===== config.mk =====
export PLATFORM = sky130hd
export DESIGN_NAME = sdw_top
export DESIGN_NICKNAME = d
export VERILOG_FILES = /design/src/rtl/sdw_pkg.sv /design/src/rtl/sdw_phase_cell.sv /design/src/rtl/sdw_top.sv
export SDC_FILE = /design/constraint.sdc
export NUM_CORES = 1
export LEC_CHECK = 0
export ABC_AREA = 0
export ABC_CLOCK_PERIOD_IN_PS = 7600
export BUFFER_PORTS_ARGS = -buffer_cell sky130_fd_sc_hd__buf_2
export CAP_MARGIN = 15
export CORE_UTILIZATION = 31
export DETAILED_ROUTE_END_ITERATION = 8
export SLEW_MARGIN = 20
export SYNTH_ARGS = -nofsm -noshare
export SYNTH_HDL_FRONTEND = slang
export SYNTH_HIERARCHICAL = 1
export SYNTH_SLANG_ARGS = --single-unit

===== constraint.sdc =====
create_clock -name clk_i -period 7.6 [get_ports clk_i]
set_input_delay 0.76 -clock clk_i [delete_from_list [all_inputs] [get_ports clk_i]]
set_output_delay 0.76 -clock clk_i [all_outputs]
set_load 0.02 [all_outputs]

===== src/rtl/sdw_pkg.sv =====
// constants for the sampling delay and reference-pulse window block
package sdw_pkg;
	// register offsets
	localparam logic [7:0] ADDR_DELAY = 8'h00;
	localparam logic [7:0] ADDR_RAMP = 8'h04;
	localparam logic [7:0] ADDR_REFSEL = 8'h08;
	localparam logic [7:0] ADDR_MAP = 8'h0C;
	localparam logic [7:0] ADDR_STATUS = 8'h10;
	localparam logic [7:0] ADDR_APPLIED = 8'h14;
	// delay register fields
	localparam int FINE_LSB = 0;
	localparam int COARSE_LSB = 8;
	localparam int INV_BIT = 16;
	localparam int CODE_W = 8;
	// ramp register fields
	localparam int RAMP_EN_BIT = 0;
	localparam int RAMP_FAST_BIT = 1;
	// refsel register fields
	localparam int SEL_LSB = 0;
	localparam int SEL_W = 4;
	localparam int STEP_FINE_BIT = 8;
	localparam int SINGLE_CH_BIT = 9;
	// status fields
	localparam int MAP_VALID_BIT = 0;
	localparam int RAMP_BUSY_BIT = 1;
	// map and ramp figures
	localparam int MAP_W = 24;
	localparam int MIN_EDGES = 3;
	localparam int RAMP_PERIOD = 256;
	localparam int SLOW_STEPS = 1;
	localparam int FAST_STEPS = 4;
	// reset values, unmapped read value and ramp states
	localparam logic [7:0] COARSE_RESET = 8'h00;
	localparam logic [7:0] FINE_RESET = 8'h00;
	localparam logic [3:0] SEL_RESET = 4'h0;
	localparam logic STEP_FINE_RESET = 1'b1;
	localparam logic [31:0] UNMAPPED_READ = 32'h0000_0000;
	typedef enum logic [1:0] {SDW_IDLE, SDW_RAMP} sdw_ramp_state_t;
endpackage


===== src/rtl/sdw_phase_cell.sv =====
// one detector position: records setup or hold risk for a delayed reference sample
`timescale 1ns/1ps
module sdw_phase_cell (
	input wire logic clk_i,
	input wire logic rst_b_i,
	input wire logic clear_i,
	input wire logic early_i,
	input wire logic late_i,
	input wire logic edge_i,
	output logic risk_o
);
	logic next_risk;
	always_comb
	begin
		next_risk = risk_o;
		if (edge_i && (early_i != late_i))
		begin
			next_risk = 1'b1;
		end
		else if (clear_i)
		begin
			next_risk = 1'b0;
		end
	end
	always_ff @(posedge clk_i or negedge rst_b_i)
	begin
		if (!rst_b_i)
		begin
			risk_o <= 1'b0;
		end
		else
		begin
			risk_o <= next_risk;
		end
	end
endmodule // sdw_phase_cell


===== src/rtl/sdw_top.sv =====
// sampling delay control, coarse ramp, reference-pulse position map and select
`timescale 1ns/1ps
module sdw_top #(
	parameter int MAP_W = sdw_pkg::MAP_W,
	parameter int RAMP_PERIOD = sdw_pkg::RAMP_PERIOD
) (
	input wire logic clk_i,
	input wire logic rst_b_i,
	input wire logic [7:0] addr_i,
	input wire logic [31:0] wdata_i,
	input wire logic wr_i,
	input wire logic rd_i,
	output logic [31:0] rdata_o,
	input wire logic refpulse_i,
	input wire logic [MAP_W-1:0] tap_early_i,
	input wire logic [MAP_W-1:0] tap_late_i,
	output logic clock_invert_delay_o,
	output logic [7:0] coarse_delay_code_o,
	output logic [7:0] fine_delay_code_o,
	output logic refpulse_step_fine_o,
	output logic dual_edge_o,
	output logic [3:0] refpulse_sample_choice_o,
	output logic refpulse_captured_o
);
	localparam int CW = sdw_pkg::CODE_W;
	localparam int RCW = $clog2(RAMP_PERIOD);
	// software state
	logic inv;
	logic [CW-1:0] target;
	logic [CW-1:0] fine;
	logic ramp_enable_bit;
	logic ramp_speed_select;
	logic [3:0] sel;
	logic step_fine;
	logic single_ch;
	logic next_inv;
	logic [CW-1:0] next_target;
	logic [CW-1:0] next_fine;
	logic next_ramp_en;
	logic next_ramp_fast;
	logic [3:0] next_sel;
	logic next_step_fine;
	logic next_single_ch;
	logic coarse_wr;
	assign coarse_wr = wr_i && (addr_i == sdw_pkg::ADDR_DELAY);
	always_comb
	begin
		next_inv = inv;
		next_target = target;
		next_fine = fine;
		next_ramp_en = ramp_enable_bit;
		next_ramp_fast = ramp_speed_select;
		next_sel = sel;
		next_step_fine = step_fine;
		next_single_ch = single_ch;
		if (coarse_wr)
		begin
			next_inv = wdata_i[sdw_pkg::INV_BIT];
			next_target = wdata_i[sdw_pkg::COARSE_LSB +: CW];
			next_fine = wdata_i[sdw_pkg::FINE_LSB +: CW];
		end
		if (wr_i && (addr_i == sdw_pkg::ADDR_RAMP))
		begin
			next_ramp_en = wdata_i[sdw_pkg::RAMP_EN_BIT];
			next_ramp_fast = wdata_i[sdw_pkg::RAMP_FAST_BIT];
		end
		if (wr_i && (addr_i == sdw_pkg::ADDR_REFSEL))
		begin
			next_sel = wdata_i[sdw_pkg::SEL_LSB +: sdw_pkg::SEL_W];
			next_step_fine = wdata_i[sdw_pkg::STEP_FINE_BIT];
			next_single_ch = wdata_i[sdw_pkg::SINGLE_CH_BIT];
		end
	end
	always_ff @(posedge clk_i or negedge rst_b_i)
	begin
		if (!rst_b_i)
		begin
			inv <= 1'b0;
			target <= sdw_pkg::COARSE_RESET;
			fine <= sdw_pkg::FINE_RESET;
			ramp_enable_bit <= 1'b0;
			ramp_speed_select <= 1'b0;
			sel <= sdw_pkg::SEL_RESET;
			step_fine <= sdw_pkg::STEP_FINE_RESET;
			single_ch <= 1'b0;
		end
		else
		begin
			inv <= next_inv;
			target <= next_target;
			fine <= next_fine;
			ramp_enable_bit <= next_ramp_en;
			ramp_speed_select <= next_ramp_fast;
			sel <= next_sel;
			step_fine <= next_step_fine;
			single_ch <= next_single_ch;
		end
	end
	// coarse ramp engine
	sdw_pkg::sdw_ramp_state_t state;
	sdw_pkg::sdw_ramp_state_t next_state;
	logic [CW-1:0] applied;
	logic [CW-1:0] next_applied;
	logic [RCW-1:0] tick;
	logic [RCW-1:0] next_tick;
	logic [CW:0] step;
	logic [CW:0] diff;
	localparam logic [RCW-1:0] QUARTER = RCW'(RAMP_PERIOD / sdw_pkg::FAST_STEPS);
	always_comb
	begin
		next_state = state;
		next_applied = applied;
		next_tick = tick + 1'b1;
		step = (CW+1)'(sdw_pkg::SLOW_STEPS);
		diff = (target > applied) ? {1'b0, target - applied} : {1'b0, applied - target};
		unique case (state)
			sdw_pkg::SDW_IDLE:
			begin
				next_tick = '0;
				if (applied != target)
				begin
					if (ramp_enable_bit)
					begin
						next_state = sdw_pkg::SDW_RAMP;
					end
					else
					begin
						next_applied = target;
					end
				end
			end
			sdw_pkg::SDW_RAMP:
			begin
				// fast rate spreads four steps evenly over the period
				if ((ramp_speed_select && (tick % QUARTER == QUARTER - 1'b1))
					|| (tick == RCW'(RAMP_PERIOD - 1)))
				begin
					step = (diff < step) ? diff : step;
					next_applied = (target > applied) ? applied + step[CW-1:0]
						: applied - step[CW-1:0];
				end
				if (!ramp_enable_bit)
				begin
					next_applied = target;
					next_state = sdw_pkg::SDW_IDLE;
				end
				else if (coarse_wr)
				begin
					next_tick = '0;
				end
				else if (next_applied == target)
				begin
					next_state = sdw_pkg::SDW_IDLE;
				end
			end
		endcase
	end
	always_ff @(posedge clk_i or negedge rst_b_i)
	begin
		if (!rst_b_i)
		begin
			state <= sdw_pkg::SDW_IDLE;
			applied <= sdw_pkg::COARSE_RESET;
			tick <= '0;
		end
		else
		begin
			state <= next_state;
			applied <= next_applied;
			tick <= next_tick;
		end
	end
	// reference pulse synchroniser and edge count
	logic [1:0] ref_sync;
	logic ref_last;
	logic [1:0] edges;
	logic [1:0] next_edges;
	logic ref_rise;
	logic [MAP_W-1:0] early_s1;
	logic [MAP_W-1:0] early_s2;
	logic [MAP_W-1:0] late_s1;
	logic [MAP_W-1:0] late_s2;
	logic [MAP_W-1:0] risk;
	logic map_clear;
	assign ref_rise = ref_sync[1] && !ref_last;
	assign map_clear = wr_i && (addr_i == sdw_pkg::ADDR_MAP);
	always_comb
	begin
		next_edges = edges;
		if (map_clear)
		begin
			next_edges = '0;
		end
		// an edge in the clearing cycle still counts
		if (ref_rise && (map_clear || (edges != 2'(sdw_pkg::MIN_EDGES))))
		begin
			next_edges = next_edges + 1'b1;
		end
	end
	always_ff @(posedge clk_i or negedge rst_b_i)
	begin
		if (!rst_b_i)
		begin
			ref_sync <= '0;
			ref_last <= 1'b0;
			edges <= '0;
			early_s1 <= '0;
			early_s2 <= '0;
			late_s1 <= '0;
			late_s2 <= '0;
		end
		else
		begin
			ref_sync <= {ref_sync[0], refpulse_i};
			ref_last <= ref_sync[1];
			edges <= next_edges;
			early_s1 <= tap_early_i;
			early_s2 <= early_s1;
			late_s1 <= tap_late_i;
			late_s2 <= late_s1;
		end
	end
	genvar gi;
	generate
		for (gi = 0; gi < MAP_W; gi++)
		begin : g_cell
			sdw_phase_cell u_cell (
				.clk_i(clk_i),
				.rst_b_i(rst_b_i),
				.clear_i(map_clear),
				.early_i(early_s2[gi]),
				.late_i(late_s2[gi]),
				.edge_i(ref_rise),
				.risk_o(risk[gi])
			);
		end
	endgenerate
	logic [MAP_W-1:0] phase_map;
	logic map_valid;
	always_comb
	begin
		phase_map = risk;
		phase_map[0] = 1'b1;
		phase_map[MAP_W-1] = 1'b1;
	end
	assign map_valid = (edges == 2'(sdw_pkg::MIN_EDGES));
	// selected position capture of the reference pulse
	logic captured;
	logic next_captured;
	always_comb
	begin
		next_captured = captured;
		if (ref_rise && !phase_map[sel])
		begin
			next_captured = 1'b1;
		end
		else if (!ref_sync[1])
		begin
			next_captured = 1'b0;
		end
	end
	// read port
	logic [31:0] next_rdata;
	always_comb
	begin
		next_rdata = sdw_pkg::UNMAPPED_READ;
		if (rd_i)
		begin
			unique case (addr_i)
				sdw_pkg::ADDR_DELAY:
					next_rdata = {15'h0000, inv, target, fine};
				sdw_pkg::ADDR_RAMP:
					next_rdata = {30'h0000_0000, ramp_speed_select, ramp_enable_bit};
				sdw_pkg::ADDR_REFSEL:
					next_rdata = {22'h00_0000, single_ch, step_fine, 4'h0, sel};
				sdw_pkg::ADDR_MAP:
					next_rdata = {{(32-MAP_W){1'b0}}, phase_map};
				sdw_pkg::ADDR_STATUS:
					next_rdata = {30'h0000_0000, state == sdw_pkg::SDW_RAMP, map_valid};
				sdw_pkg::ADDR_APPLIED:
					next_rdata = {24'h00_0000, applied};
				default:
					next_rdata = sdw_pkg::UNMAPPED_READ;
			endcase
		end
	end
	always_ff @(posedge clk_i or negedge rst_b_i)
	begin
		if (!rst_b_i)
		begin
			rdata_o <= '0;
			captured <= 1'b0;
		end
		else
		begin
			rdata_o <= next_rdata;
			captured <= next_captured;
		end
	end
	// delay controls to the analog clock path, plus the reference select and capture outputs
	assign clock_invert_delay_o = inv;
	assign coarse_delay_code_o = applied;
	assign fine_delay_code_o = fine;
	assign refpulse_step_fine_o = step_fine;
	assign dual_edge_o = single_ch;
	assign refpulse_sample_choice_o = sel;
	assign refpulse_captured_o = captured;
endmodule // sdw_top


Word level (Yosys, flattened, before mapping)
Cells that the tools add are included.
{ "totals": {"reg_bits": 195, "wordCells": 200} }
{ "op_classes": {"addsub": 6, "n_lt_le_gt_ge": 3, "eq_ne": 40, "mux": 49, "n_reduce_logical": 60} }
{ "ops": {"columns": ["op", "count"], "rows": [
  ["24-bit case mux with 6 select lines", 1],
  ["8-bit two-way mux", 10],
  ["2-bit nonzero test", 22],
  ["8-bit case mux with 2 select lines", 2],
  ["1-bit logical AND", 30],
  ["1-bit two-way mux", 26],
  ["24-bit two-way mux", 1],
  ["8-bit subtractor", 3],
  ["1-bit inequality test", 22],
  ["8-bit by 4-bit == test with 1-bit output, second input constant", 2],
  ["8-bit by 5-bit == test with 1-bit output, second input constant", 2],
  ["2-bit two-way mux", 7],
  ["8-bit by 1-bit adder with 8-bit output, second input constant", 1],
  ["8-bit adder", 1],
  ["8-bit by 3-bit == test with 1-bit output, second input constant", 1],
  ["8-bit == test", 1],
  ["8-bit == test, second input constant", 1],
  ["8-bit > comparator", 1],
  ["8-bit logical NOT", 1],
  ["8-bit by 1-bit less-than comparator with 1-bit output, second input constant", 1],
  ["2-bit inequality test, second input constant", 4],
  ["8-bit inequality test", 1],
  ["6-bit == test, second input constant", 1],
  ["4-bit by 6-bit less-than comparator with 1-bit output, second input constant", 1],
  ["other kinds (12)", 15]
]} }

Logic depth before layout (Yosys ltp)
Gate-level depths: netlist (run 1).
{ "depth": {"ltp_word": 13, "mapped_depth": 23, "depth_no_buf": 23} }

By module
Netlist (run 1), hierarchy kept.
{ "by_module_without_submodules": {"columns": ["module", "instances", "cells_each", "area_per_inst_um2", "seq_area_each_um2"], "rows": [
  ["sdw_top", 1, 570, 6882.9, 4005.1],
  ["sdw_phase_cell", 22, 4, 46.3, 25.0]
]} }

Least setup slack after synthesis (run 1)
OpenSTA, ideal clock, no wires.
{ "synth_timing": {"path_type": "register to register", "start": "register applied[5], in the netlist coarse_delay_code_o[5]", "end": "register state[0]", "t_arrival_ns": 4.776, "required_time_ns": 7.475, "path_slack_ns": 2.699, "path_stages_with_launch": 21, "path_buffers": 0, "synth_period_minus_slack_ns": 4.901, "path_cell_list": "dfrtp_1 > inv_1 > ha_1 > nand2_2 > or4b_1 > or4b_1 > o311ai_1 > a21oi_2 > nor3_1 > mux2_2 > ha_1 > and3_1 > fa_1 > nor2b_1 > o21a_1 > nor3_1 > a2111oi_0 > a31oi_1 > or3_1 > a21oi_1 > nor3b_2"} }
{ "synth_between": {"elab_chain_len": 11, "word_cells_on_any_way": 16} }
{ "synth_lines": {"columns": ["item", "line", "text"], "rows": [
  ["start, declared", "sdw_top.sv:102", "logic [CW-1:0] applied;"],
  ["start signal, assigned", "sdw_top.sv:163", "applied <= sdw_pkg::COARSE_RESET;"],
  ["start signal, assigned", "sdw_top.sv:169", "applied <= next_applied;"],
  ["8-bit subtractor / 8-bit > comparator (equally long branches)", "sdw_top.sv:115, sdw_top.sv:139", null],
  ["8-bit two-way mux", "sdw_top.sv:115", "diff = (target > applied) ? {1'b0, target - applied} : {1'b0, applied - target};"],
  ["8-bit by 1-bit less-than comparator with 1-bit output", "sdw_top.sv:138", "step = (diff < step) ? diff : step;"],
  ["8-bit two-way mux", "sdw_top.sv:138", null],
  ["8-bit subtractor / 8-bit adder (equally long branches)", "sdw_top.sv:140, sdw_top.sv:139", null],
  ["8-bit two-way mux", "sdw_top.sv:139", "next_applied = (target > applied) ? applied + step[CW-1:0]"],
  ["8-bit two-way mux", "sdw_top.sv:135", "if ((ramp_speed_select && (tick % QUARTER == QUARTER - 1'b1))"],
  ["8-bit two-way mux", "sdw_top.sv:116", "unique case (state)"],
  ["8-bit == test", "sdw_top.sv:151", "else if (next_applied == target)"],
  ["3-bit inequality test (no source line)", null, null],
  ["4-bit AND reduction (no source line) (*)", null, null],
  ["end signal, assigned", "sdw_top.sv:162", "state <= sdw_pkg::SDW_IDLE;"],
  ["end signal, assigned", "sdw_top.sv:168", "state <= next_state;"],
  ["end, declared", "sdw_top.sv:100", "sdw_pkg::sdw_ramp_state_t state;"]
]} }
Every way passes the cells marked *; elsewhere a longest branch is shown, timed or not. The select of a mux whose other input is x is not followed.
A chain may end at the register's enable or synchronous reset.

Final worst setup path (run 1)
{ "layout_timing": {"start": "register applied[4], in the netlist coarse_delay_code_o[4]", "end": "register state[0]"} }
The elaborated chain is that of the path after synthesis.

==> results of run 1 <==
[final timing paths]
kind	startpoint	cells past startpoint	slack [ns]	end
max in group asynchronous	rst_b_i	2	5.65	tick[1]
min reg2reg	late_s1[16]	0	0.34	late_s2[16]
min	late_s1[16]	0	0.34	late_s2[16]
max	coarse_delay_code_o[4]	20	2.02	state[0]
min in group asynchronous	rst_b_i	1	0.46	late_s1[22]
max reg2reg	coarse_delay_code_o[4]	20	2.02	state[0]
[sequential cells by signal (all words and copies together), names as in the netlist, 8 cells and up]
| register | count |
|---|---|
| rdata_o | 24 |
| early_s2 | 22 |
| tick | 8 |
| late_s2 | 22 |
| late_s1 | 22 |
| fine_delay_code_o | 8 |
| early_s1 | 22 |
| coarse_delay_code_o | 8 |
| target | 8 |
| g_cell.u_cell/risk_o | 22 |
[routing by layer]
layer / up-vias / track usage, %
met3: 18 / 2.962
met1: 2509 / 17.60
li1: 2536 / -
met2: 146 / 23.39
met5: - / 0
met4: 2 / 5.446
[kinds of logic after synthesis]
| kind of cell | share of synthesized area (%) |
|---|---|
| flip-flops | 57.66 |
| AND/OR/NAND/NOR | 9.913 |
| AO/OA/AOI/OAI | 12.07 |
| buffers and inverters | 4.291 |
| XOR/XNOR | 5.495 |
| multiplexers | 5.922 |
| adder cells (fa/ha/maj) | 4.561 |
| other | 0.09505 |
[synth_stat cells (2+ instances only)]
cell | count | area [sq um]
sky130_fd_sc_hd__conb_1 | 2 | 7.510
sky130_fd_sc_hd__mux2_2 | 28 | 315.3
sky130_fd_sc_hd__fa_1 | 3 | 60.06
sky130_fd_sc_hd__buf_4 | 8 | 60.06
sky130_fd_sc_hd__mux2i_1 | 4 | 40.04
sky130_fd_sc_hd__dfrtp_1 | 181 | 4529
sky130_fd_sc_hd__and2_1 | 9 | 56.30
sky130_fd_sc_hd__a222oi_1 | 7 | 70.07
sky130_fd_sc_hd__o211ai_1 | 3 | 22.52
sky130_fd_sc_hd__nor4b_1 | 2 | 17.52
sky130_fd_sc_hd__xnor2_1 | 15 | 131.4
sky130_fd_sc_hd__nand2b_1 | 8 | 50.05
sky130_fd_sc_hd__a22o_1 | 22 | 192.7
sky130_fd_sc_hd__xor2_1 | 32 | 280.3
sky130_fd_sc_hd__o311ai_0 | 2 | 17.52
sky130_fd_sc_hd__nand3b_1 | 2 | 15.01
sky130_fd_sc_hd__or4b_1 | 2 | 20.02
sky130_fd_sc_hd__o21ai_0 | 16 | 80.08
sky130_fd_sc_hd__nor2_1 | 47 | 176.4
sky130_fd_sc_hd__nor3_1 | 8 | 40.04
sky130_fd_sc_hd__nand2_1 | 21 | 78.83
sky130_fd_sc_hd__or4_1 | 2 | 15.01
sky130_fd_sc_hd__nand3_1 | 11 | 55.05
sky130_fd_sc_hd__nor4_1 | 3 | 18.77
sky130_fd_sc_hd__a22oi_1 | 9 | 67.56
sky130_fd_sc_hd__a31oi_1 | 7 | 43.79
sky130_fd_sc_hd__a21o_1 | 10 | 75.07
sky130_fd_sc_hd__nor2b_1 | 3 | 18.77
sky130_fd_sc_hd__clkbuf_1 | 22 | 82.58
sky130_fd_sc_hd__o2111ai_1 | 2 | 17.52
sky130_fd_sc_hd__or3_1 | 8 | 50.05
sky130_fd_sc_hd__a21oi_1 | 30 | 150.1
sky130_fd_sc_hd__inv_1 | 47 | 176.4
sky130_fd_sc_hd__and3_1 | 6 | 37.54
sky130_fd_sc_hd__o21a_1 | 4 | 30.03
sky130_fd_sc_hd__ha_1 | 24 | 300.3
sky130_fd_sc_hd__mux4_2 | 5 | 112.6
sky130_fd_sc_hd__nand4_1 | 5 | 31.28
sky130_fd_sc_hd__o22ai_1 | 3 | 18.77
sky130_fd_sc_hd__buf_2 | 3 | 15.01
sky130_fd_sc_hd__nor3b_1 | 3 | 22.52
[report_power, final]
group          internal (mW)  switching, mW
clock network          0.468          0.392
logic                  0.313          0.418
registers               1.04          0.104
[layout make-up]
class	count	area, sq um
clock buffer	18	429.2
clock inverter	14	152.6
fill	2471	15720
inverter	47	176.4
multi-input combinational	402	3040
sequential	182	4556
tap	330	412.9
timing repair buffer	123	626.9
[metrics by stage]
stage	utilization [%]	cells	hold slack [ns]
floorplan	-	665	0.3312
global placement	35.08	1084	0.3325
detailed placement	35.08	1084	0.3347
CTS	37.39	1116	0.3464
global route	37.41	1116	0.3518
finish	37.41	1116	0.3441
==> impl_summary.md, run 1 <==
Floorplan
The die covers 26,130 sq um. The starting utilization of the core area is 31.47%. The number of cell rows is 58.

The boundary pin count is 149. Measured along the x axis, the die boundary spans 161.7 microns. The standard cell core area is 25,110 sq um. The height of the die is 161.7 microns.

Job
The tool flagged a number of max-cap violations equal to 0.

Setup path
The type of element capturing the critical path is a register. The peak fanout along the critical path is 11. The slowest stage of the critical path belongs to the cell sky130_fd_sc_hd__dfrtp_1. The delay of the slowest critical-path stage is 0.52 ns. At the worst endpoint, the arrival time is 5.89 ns. The endpoint required time on the critical path is 7.91 ns. Walking the worst path, the cells encountered are inv_1 > ha_1 > nand2_2 > or4b_1 > or4b_1 > o311ai_1 > a21oi_2 > nor3_1 > mux2_2 > ha_1 > and3_1 > fa_1 > nor2b_1 > o21a_1 > nor3_1 > a2111oi_0 > a31oi_1 > or3_1 > a21oi_1 > nor3b_2. The kind of start point of the critical path is a register.

The family of cells with the greatest summed delay on the critical path is simple AND/OR/NAND/NOR gates. By startpoint and endpoint, the worst setup path is classified as register to register. The number of buffers and inverters on the critical path is 1.

Synthesis
Synthesis instantiated 70 different standard cells from the library. The number of cells produced by synthesis is 658. In this run the cell area of the synthesized design comes to 7901 sq um. The post-synthesis sequential element count is 182. Counting flops with a built-in enable in the synthesized netlist gives 0. In this run the mean area of a mapped cell was 12.01 sq um. Among all flip-flop cells after synthesis, the most frequent one is sky130_fd_sc_hd__dfrtp_1. The Yosys step of the flow raised 6 warnings. The portion of the post-synthesis area used by sequential elements is 57.66%. After synthesis, the share of flip-flops with an asynchronous set or reset is 100.0%.

Detailed routing
Detailed routing placed a total of 8566 microns of wire on met2. The total iterations of the first detailed-routing run is 5. The total wire length is 17,410 microns. The detailed router's first-iteration violation count is 295. The total length of routed met3 wires is 751 microns. After detailed routing, the number of vias per cell comes to 4.669. After detailed routing, the wire length on met1 is 7745 microns. The remaining routing DRC violations is 0. The routed layout has 5,211 vias. In this run the remaining antenna-violating nets after routing total 0. The per-cell routed wire length is 15.60 microns.

The highest metal layer carrying signal wires in the routed design is met5.

Cells and area
In the final design database the tool counted 893 nets. Cells with a size suffix above 1 make up 25.19% of the layout. In the layout the commonest cells are sky130_fd_sc_hd__dfrtp_1, sky130_fd_sc_hd__buf_2, sky130_fd_sc_hd__inv_1, sky130_fd_sc_hd__nor2_1, sky130_fd_sc_hd__xor2_1. From synthesis to final layout, the design area changed by 18.89%. The repair_antennas step left the layout with diodes totalling 0. The finished cells cover 9394 sq um. Leaving out fill and tap cells, the most frequent cell in the layout is sky130_fd_sc_hd__dfrtp_1.

Global routing
The maximum number of pins on one net before global-route repair is 111. The total grt overflow is 0. The first global-routing pass estimated 28,050 microns of wire. The initial antenna violation count is 1. The all-layer global routing usage is 13.95%. The via count of the first global-routing pass is 5,167.

Place
The pre-CTS setup slack is 2.079 ns. After detailed placement, the total cell area comes to 8807 sq um. The global placement routability congestion is 0.8405.

The half-perimeter wire length of the detailed placement result is 12,700 microns. Buffers placed on the I/O ports in this run total 121.

Min path
The min-delay analysis places its worst path in the category register to register.

Pwr
The worst-case IR drop observed on VDD is 0.1688 mV. Summed over all cells, the static leakage comes to 4.255 nW. The power after layout is 2.735 mW. The power per standard cell area is 291.1 nW/um^2.

STA
The worst-margin pin slew is 0.9912 ns. The clock arrives with 0.01018 ns of skew. Headroom to the max-slew limit came out at 33.76%.

The number of failing hold endpoints at the final stage is 0. The smallest clock period supported by the final layout is computed as 5.576 ns. Setup repair after global routing left no endpoint under its margin. Setup violations remaining at the end of the flow were counted as 0. Derived from the worst setup path, the maximum achievable clock frequency is 179.3 MHz. The final critical-path share of the clock period is 73.37%. The max-slew violation count is 0.

The setup TNS is 0 ns. The setup slack after layout is 2.024 ns.

CTS
The H-tree was split into 4 levels. The clock tree from TritonCTS is yes. The number of gates resized after cts is 0. The largest buffer count on any clock path is 2. The number of clock buffers added by TritonCTS is 17.

The latest clock arrival within the worst-skew pair is 0.42 ns. Buffers inserted to repair hold after CTS numbered 0. CTS placed an instance of sky130_fd_sc_hd__clkbuf_16 at the clock tree root. Clock-pin slew was measured on the worst setup and hold paths at 0.08 ns. The number of buffers added for setup after CTS is 0. The clock net in this run drives a total of 182 sinks.

Run status
The run finished with clean final reports.
(Power assumes the default switching activity.)
==> inputs of run 2 (changes only) <==
--- a/config.mk
+++ b/config.mk
@@ -6,7 +6,7 @@
 export NUM_CORES = 1
 export LEC_CHECK = 0
 export ABC_AREA = 0
-export ABC_CLOCK_PERIOD_IN_PS = 7600
+export ABC_CLOCK_PERIOD_IN_PS = 5600
 export BUFFER_PORTS_ARGS = -buffer_cell sky130_fd_sc_hd__buf_2
 export CAP_MARGIN = 15
 export CORE_UTILIZATION = 31
==> constraint.sdc (replaced) <==
create_clock -name clk_i -period 5.6 [get_ports clk_i]
set_input_delay 0.56 -clock clk_i [delete_from_list [all_inputs] [get_ports clk_i]]
set_output_delay 0.56 -clock clk_i [all_outputs]
set_load 0.02 [all_outputs]
==> impl_summary.md, run 2 (synthesis results as in run 1) <==
STA
The final setup violation count was 0 (unchanged). The final critical-path required period is 5.227 ns (-0.3491 ns). The number of failing hold endpoints at the final stage is 0 (unchanged). Setup repair after global routing left no endpoint under its margin.

The worst-margin pin slew is 1.006 ns (+0.01444 ns). The highest clock rate was 191.3 MHz (+6.7%). The max-slew violation count is 0 (unchanged). The headroom to the max-slew limit is 32.79% (-0.96 points).

The clock skew is 0.009778 ns (-0.0003991 ns). The setup TNS is 0 ns (unchanged). The final critical-path share of the clock period is 93.34% (+20 points).

Cells and area
The commonest non-fill, non-tap cell in the layout is sky130_fd_sc_hd__dfrtp_1. Relative to the synthesized area, the layout overhead comes to 20.71%. The cell area after layout came to 9538 sq um (+1.5%). The largest register by flop count is rdata_o. The library cells used most frequently in the layout, excluding fill and tap cells, are sky130_fd_sc_hd__dfrtp_1, sky130_fd_sc_hd__buf_2, sky130_fd_sc_hd__inv_1, sky130_fd_sc_hd__nor2_1, sky130_fd_sc_hd__xor2_1.

The share of layout cells above drive strength 1 is 26.97% (+1.8 points). The flip-flop count of the largest register after layout is 24 (unchanged). The number of nets in the finished design came to 908 (+1.7%).

Detailed routing
The per-cell routed wire length was 15.82 microns (+1.5%). The detailed router's first-iteration violation count is 355 (+20%). The via density per instance is 4.731 (+1.3%). The final antenna-violating net count is 0 (unchanged).

The total iterations of the first detailed-routing run is 7 (+2). The vias after detailed routing came to 5,355 (+2.8%). The total wire length is 17,910 microns (+2.9%).

The remaining routing DRC violations was 0 (unchanged).

Setup path
The critical path buffer and inverter count came to 1 (unchanged). The arrival time of the worst setup path is 5.54 ns (-0.35 ns). The slowest library cell on the worst path is sky130_fd_sc_hd__or4b_1. The peak fanout along the critical path was 9 (-2). The worst setup path is of the register to register kind.

The delay of the slowest critical-path stage is 0.53 ns (about the same). Grouping stages by cell kind, the critical path spends the most delay in simple AND/OR/NAND/NOR gates. The type of element capturing the critical path is a register.

The endpoint required time on the critical path is 5.91 ns (-2.00 ns). The worst setup slack for register-to-register paths is 0.37 ns (-1.65 ns). The kind of start point of the critical path is a register. The signal on the critical path passes through inv_1 > ha_1 > or4b_1 > or4b_1 > o311ai_1 > a21oi_2 > nor3_2 > mux2_2 > ha_1 > and3_1 > fa_1 > nor2b_1 > o21a_1 > nor3_1 > a2111oi_0 > a31oi_1 > or3_1 > a21oi_1 > nor3b_2. The path depth of the worst reg2reg path is 19 (-5.0%). The number of stages on the worst setup path is 19 (-5.0%).

Run status
The run finished with clean final reports.

Global routing
The total grt overflow was 0 (unchanged). The initial antenna violation count is 2 (+1). The maximum number of pins on one net before global-route repair came to 74 (-33%). The via count of the first global-routing pass is 5,240 (+1.4%). The all-layer global routing usage is 14.23% (+0.28 points). The first-pass GRT wire length is 28,240 microns (+0.69%).

Place
The cell area after placement was 8920 sq um (+1.3%). The half-perimeter wire length of the detailed placement result came to 13,270 microns (+4.5%). The global placement routability congestion is 0.8872 (+5.6%). The number of input and output port buffers inserted is 121 (unchanged).

CTS
The number of buffers added for setup after CTS is 0 (unchanged). The clock transition time at the flip-flop clock pins of the worst setup and hold paths came to 0.07 ns (about the same). CTS placed an instance of sky130_fd_sc_hd__clkbuf_16 at the clock tree root. The number of sinks handled by clock tree synthesis is 182 (unchanged). The largest buffer count on any clock path is 2 (unchanged). The latest clock arrival within the worst-skew pair was 0.43 ns (about the same). The number of hold buffers added after CTS is 0 (unchanged). The clock tree from TritonCTS is yes. The number of H-tree levels is 4 (unchanged). The number of gates resized after cts is 0 (unchanged).

The number of buffers inserted during clock tree synthesis is 17 (unchanged).

Floorplan
The boundary pin count came to 149 (unchanged). The height of the die is 161.7 microns (unchanged). The floorplan die area is 26,130 sq um (unchanged). The x dimension of the die came to 161.7 microns (unchanged).

The standard cell core area is 25,110 sq um (unchanged). The starting utilization of the core area came to 31.47% (unchanged). The number of cell rows is 58 (unchanged).

Job
The max-capacitance violation count is 0 (unchanged).

Min path
The path type of the worst min-delay path is input pin to async pin.

Pwr
The maximum vdd ir drop is 0.2198 mV (+30%). The total leakage power is 4.332 nW (+1.8%). The power per standard cell area is 396.2 nW/um^2 (+36%).
## run 2: cell type report
class	instances	area [sq um]
multi-input combinational	402	3050
fill	2481	15570
antenna	1	2.502
clock buffer	18	439.2
sequential	182	4556
inverter	47	176.4
tap	330	412.9
timing repair buffer	138	739.5
clock inverter	14	161.4
## run 2: report_power, final
group,internal [mW],switching [mW]
logic,0.470,0.654
clock network,0.613,0.553
registers,1.41,0.0780
total,2.49,1.28
## run 2: routing by layer
layer | part of all wire [%] | routed length (microns) | track usage, %
met5 | 0.045 | 8 | 0
met4 | 1.7 | 304 | 5.189
met1 | 43 | 7770 | 17.85
met2 | 49 | 8844 | 23.86
met3 | 5.5 | 984 | 3.396
## run 2: per-stage QoR
| stage | utilization (%) | hold WS [ns] | power, mW | worst slack [ns] | instances |
|---|---|---|---|---|---|
| after global routing | 37.98 | 0.1673 | 4.000 | 0.02547 | 1131 |
| final | 37.99 | 0.1322 | 3.779 | 0.3730 | 1132 |
| after detailed placement | 35.52 | 0.3347 | 2.623 | 0.3550 | 1099 |
| after CTS | 37.92 | 0.1480 | 3.803 | 0.2918 | 1131 |
| after floorplan | - | 0.2644 | 2.273 | 0.6988 | 665 |
| after global placement | 35.52 | 0.3328 | 2.601 | 0.4235 | 1099 |
## run 2: path summary, 6_finish.rpt
kind	startpoint	endpoint
worst max-delay path	coarse_delay_code_o[7]	state[0]
worst min-delay path	rst_b_i	late_s1[22]
worst max register to register	coarse_delay_code_o[7]	state[0]
worst min register to register	early_s1[16]	early_s2[16]
max in group asynchronous	rst_b_i	ramp_enable_bit
min in group clk_i	tap_late_i[16]	late_s1[16]
## run 2: worst reg2reg max path: stages, from the launching register on
cell and delay (ns):
sky130_fd_sc_hd__dfrtp_1 0.44, sky130_fd_sc_hd__inv_1 0.13, sky130_fd_sc_hd__ha_1 0.43, sky130_fd_sc_hd__or4b_1 0.54
sky130_fd_sc_hd__or4b_1 0.48, sky130_fd_sc_hd__o311ai_1 0.12, sky130_fd_sc_hd__a21oi_2 0.10, sky130_fd_sc_hd__nor3_2 0.23
sky130_fd_sc_hd__mux2_2 0.21, sky130_fd_sc_hd__ha_1 0.21, sky130_fd_sc_hd__and3_1 0.17, sky130_fd_sc_hd__fa_1 0.43
sky130_fd_sc_hd__nor2b_1 0.19, sky130_fd_sc_hd__o21a_1 0.14, sky130_fd_sc_hd__nor3_1 0.06, sky130_fd_sc_hd__a2111oi_0 0.45
sky130_fd_sc_hd__a31oi_1 0.17, sky130_fd_sc_hd__or3_1 0.39, sky130_fd_sc_hd__a21oi_1 0.15, sky130_fd_sc_hd__nor3b_2 0.06
==> inputs of run 3 (changes only) <==
--- a/config.mk
+++ b/config.mk
@@ -11,6 +11,7 @@
 export CAP_MARGIN = 15
 export CORE_UTILIZATION = 31
 export DETAILED_ROUTE_END_ITERATION = 8
+export MAX_ROUTING_LAYER = met4
 export SLEW_MARGIN = 20
 export SYNTH_ARGS = -nofsm -noshare
 export SYNTH_HDL_FRONTEND = slang
==> impl_summary.md, run 3 (synthesis results as in run 1) <==
Run status
The run finished with clean final reports.

STA
The final critical-path share of the clock period is 92.86% (-0.48 points). The clock skew is 0.01341 ns (+0.003633 ns). The setup TNS is 0 ns (unchanged). Setup repair after global routing left no endpoint under its margin.

The max-slew violation count came to 0 (unchanged). The worst hold slack after final layout came to 0.1345 ns (+0.002316 ns). The highest clock rate is 192.3 MHz (+0.51%). The final critical-path required period is 5.200 ns (-0.02671 ns).

The worst-margin pin slew is 1.022 ns (+0.01675 ns). The final setup violation count is 0 (unchanged). The headroom to the max-slew limit is 31.67% (-1.1 points). The number of failing hold endpoints at the final stage came to 0 (unchanged).

CTS
The number of hold buffers added after CTS is 0 (unchanged). The number of buffers inserted during clock tree synthesis is 17 (unchanged). The number of sinks handled by clock tree synthesis came to 182 (unchanged).

The clock tree from TritonCTS is yes. The number of buffers added for setup after CTS is 0 (unchanged). The CTS root buffer is sky130_fd_sc_hd__clkbuf_16. The clock transition time at the flip-flop clock pins of the worst setup and hold paths is 0.07 ns (about the same). The latest clock arrival within the worst-skew pair is 0.43 ns (about the same). The number of H-tree levels is 4 (unchanged). The number of gates resized after cts is 0 (unchanged). The largest buffer count on any clock path came to 2 (unchanged).

Place
The global placement routability congestion came to 0.9021 (+1.7%). The number of input and output port buffers inserted is 121 (unchanged). The cell area after placement came to 8920 sq um (unchanged).

The half-perimeter wire length of the detailed placement result is 13,270 microns (unchanged).

Pwr
The clock network fraction of total power is 30.8% (about the same). The proportion of total power due to net switching was 33.97% (about the same). The maximum vdd ir drop was 0.2198 mV (about the same). The fraction of power consumed by combinational cells is 29.7% (about the same).

The sequential cell fraction of total power is 39.4% (about the same). The power per standard cell area is 396.0 nW/um^2 (about the same). The switching power came to 1.283 mW (-0.13%). The internal power contribution is 2.494 mW (about the same).

The total leakage power came to 4.332 nW (about the same).

Floorplan
The boundary pin count is 149 (unchanged). The height of the die is 161.7 microns (unchanged). The number of cell rows is 58 (unchanged). The starting utilization of the core area is 31.47% (unchanged). The x dimension of the die came to 161.7 microns (unchanged).

The standard cell core area was 25,110 sq um (unchanged). The floorplan die area was 26,130 sq um (unchanged).

Global routing
The total grt overflow is 0 (unchanged). The routing usage on met3 is 3.498% (+0.10 points). The global-route met1 utilization is 17.91% (+0.066 points). The maximum number of pins on one net before global-route repair was 74 (unchanged). The via count of the first global-routing pass is 5,229 (-0.21%).

The first-pass GRT wire length is 28,260 microns (about the same). The layer carrying the most global-route usage is met2. The routing usage on met2 came to 23.80% (-0.059 points). The all-layer global routing usage is 14.69% (+0.46 points). The initial antenna violation count is 2 (unchanged).

Cells and area
The flip-flop count of the largest register after layout is 24 (unchanged). The commonest non-fill, non-tap cell in the layout is sky130_fd_sc_hd__dfrtp_1. Ranked by flip-flop count, first place goes to rdata_o. The post-synthesis to final-layout area growth came to 20.74% (about the same).

In the layout the commonest cells are sky130_fd_sc_hd__dfrtp_1, sky130_fd_sc_hd__buf_2, sky130_fd_sc_hd__inv_1, sky130_fd_sc_hd__nor2_1, sky130_fd_sc_hd__xor2_1. The share of layout cells above drive strength 1 is 26.97% (unchanged). The total area of sequential cells came to 4556 sq um (unchanged).

The footprint of the multi-input gates was 3050 sq um (unchanged). The cell area after layout is 9540 sq um (about the same). The layout filler cell count was 2,479 (-0.081%). The number of nets in the finished design is 908 (unchanged).

Detailed routing
The final antenna-violating net count is 0 (unchanged). The total wire length is 17,860 microns (-0.31%). The via density per instance was 4.711 (-0.41%).

The vias after detailed routing came to 5,338 (-0.32%). The detailed router's first-iteration violation count is 400 (+13%). The remaining routing DRC violations is 0 (unchanged).

The total iterations of the first detailed-routing run came to 5 (-2). The per-cell routed wire length is 15.76 microns (-0.40%).

Setup path
The peak fanout along the critical path is 9 (unchanged). The slowest stage of the critical path belongs to the cell sky130_fd_sc_hd__or4b_1. The worst setup slack for register-to-register paths was 0.40 ns (+0.03 ns). The arrival time of the worst setup path came to 5.52 ns (-0.02 ns). Walking the worst path, the cells encountered are inv_1 > ha_1 > or4b_1 > or4b_1 > o311ai_1 > a21oi_2 > nor3_2 > mux2_2 > ha_1 > and3_1 > fa_1 > nor2b_1 > o21a_1 > nor3_1 > a2111oi_0 > a31oi_1 > or3_1 > a21oi_1 > nor3b_2. By startpoint and endpoint, the worst setup path is classified as register to register. The endpoint required time on the critical path is 5.92 ns (about the same). STA classifies the critical path endpoint as a register. The delay of the slowest critical-path stage is 0.53 ns (about the same). STA classifies the critical path startpoint as a register.

Job
The max-capacitance violation count is 0 (unchanged).

Min path
The path type of the worst min-delay path is input pin to async pin.
==> run 3: changes by cell type in the layout (fill, tap and decap cells not counted) <==
cell	change
sky130_fd_sc_hd__diode_2	+1
==> run 3: final timing paths <==
check                                       start            to  cells after the start
max                        coarse_delay_code_o[7]      state[0]                     19
min                                       rst_b_i   late_s1[22]                      1
max reg2reg                coarse_delay_code_o[7]      state[0]                     19
min reg2reg                          early_s1[16]  early_s2[16]                      0
max in group asynchronous                 rst_b_i   early_s2[7]                      2
min in group clk_i                 tap_late_i[13]   late_s1[13]                      1
==> run 3: per-stage QoR <==
step	total power [mW]	cells	utilization, %	worst slack [ns]
global placement	2.601	1099	35.52	0.4235
CTS	3.803	1131	37.92	0.2918
floorplan	2.273	665	-	0.6988
finish	3.778	1133	38.00	0.3997
global route	4.002	1133	38.00	0.03001
detailed placement	2.623	1099	35.52	0.3550
==> run 3: critical path, delay by kind of cell (launching register included) <==
| family | cells | cell delay (ns) |
|---|---|---|
| buffers and inverters | 1 | 0.12 |
| and+or+nand+nor | 8 | 2.11 |
| muxes | 1 | 0.21 |
| AOI/OAI and AO/OA | 6 | 1.13 |
| DFF | 1 | 0.44 |
| adders and majority gates | 3 | 1.07 |
==> run 3: power by group through the flow <==
stage	registers (mW)	clock network, mW	logic [mW]
after global routing	1.50	1.25	1.25
after global placement	1.51	0	1.09
after CTS	1.49	1.20	1.12
final	1.49	1.16	1.12
after floorplan	1.56	0	0.711
after detailed placement	1.51	0	1.11
==> run 3: final cells by class <==
| type | instances | share of cell area, % |
|---|---|---|
| inverter | 47 | 1.849 |
| timing repair buffer | 138 | 7.751 |
| tap | 330 | 4.328 |
| sequential | 182 | 47.75 |
| multi-input combinational | 402 | 31.97 |
| clock inverter | 14 | 1.692 |
| clock buffer | 18 | 4.603 |
| antenna | 2 | 0.05246 |
==> run 3: metal layers <==
metal,part of all wire [%],vias up
met5,0,-
met1,43,2595
met4,1.7,0
met2,49,155
met3,5.5,14
li1,-,2574
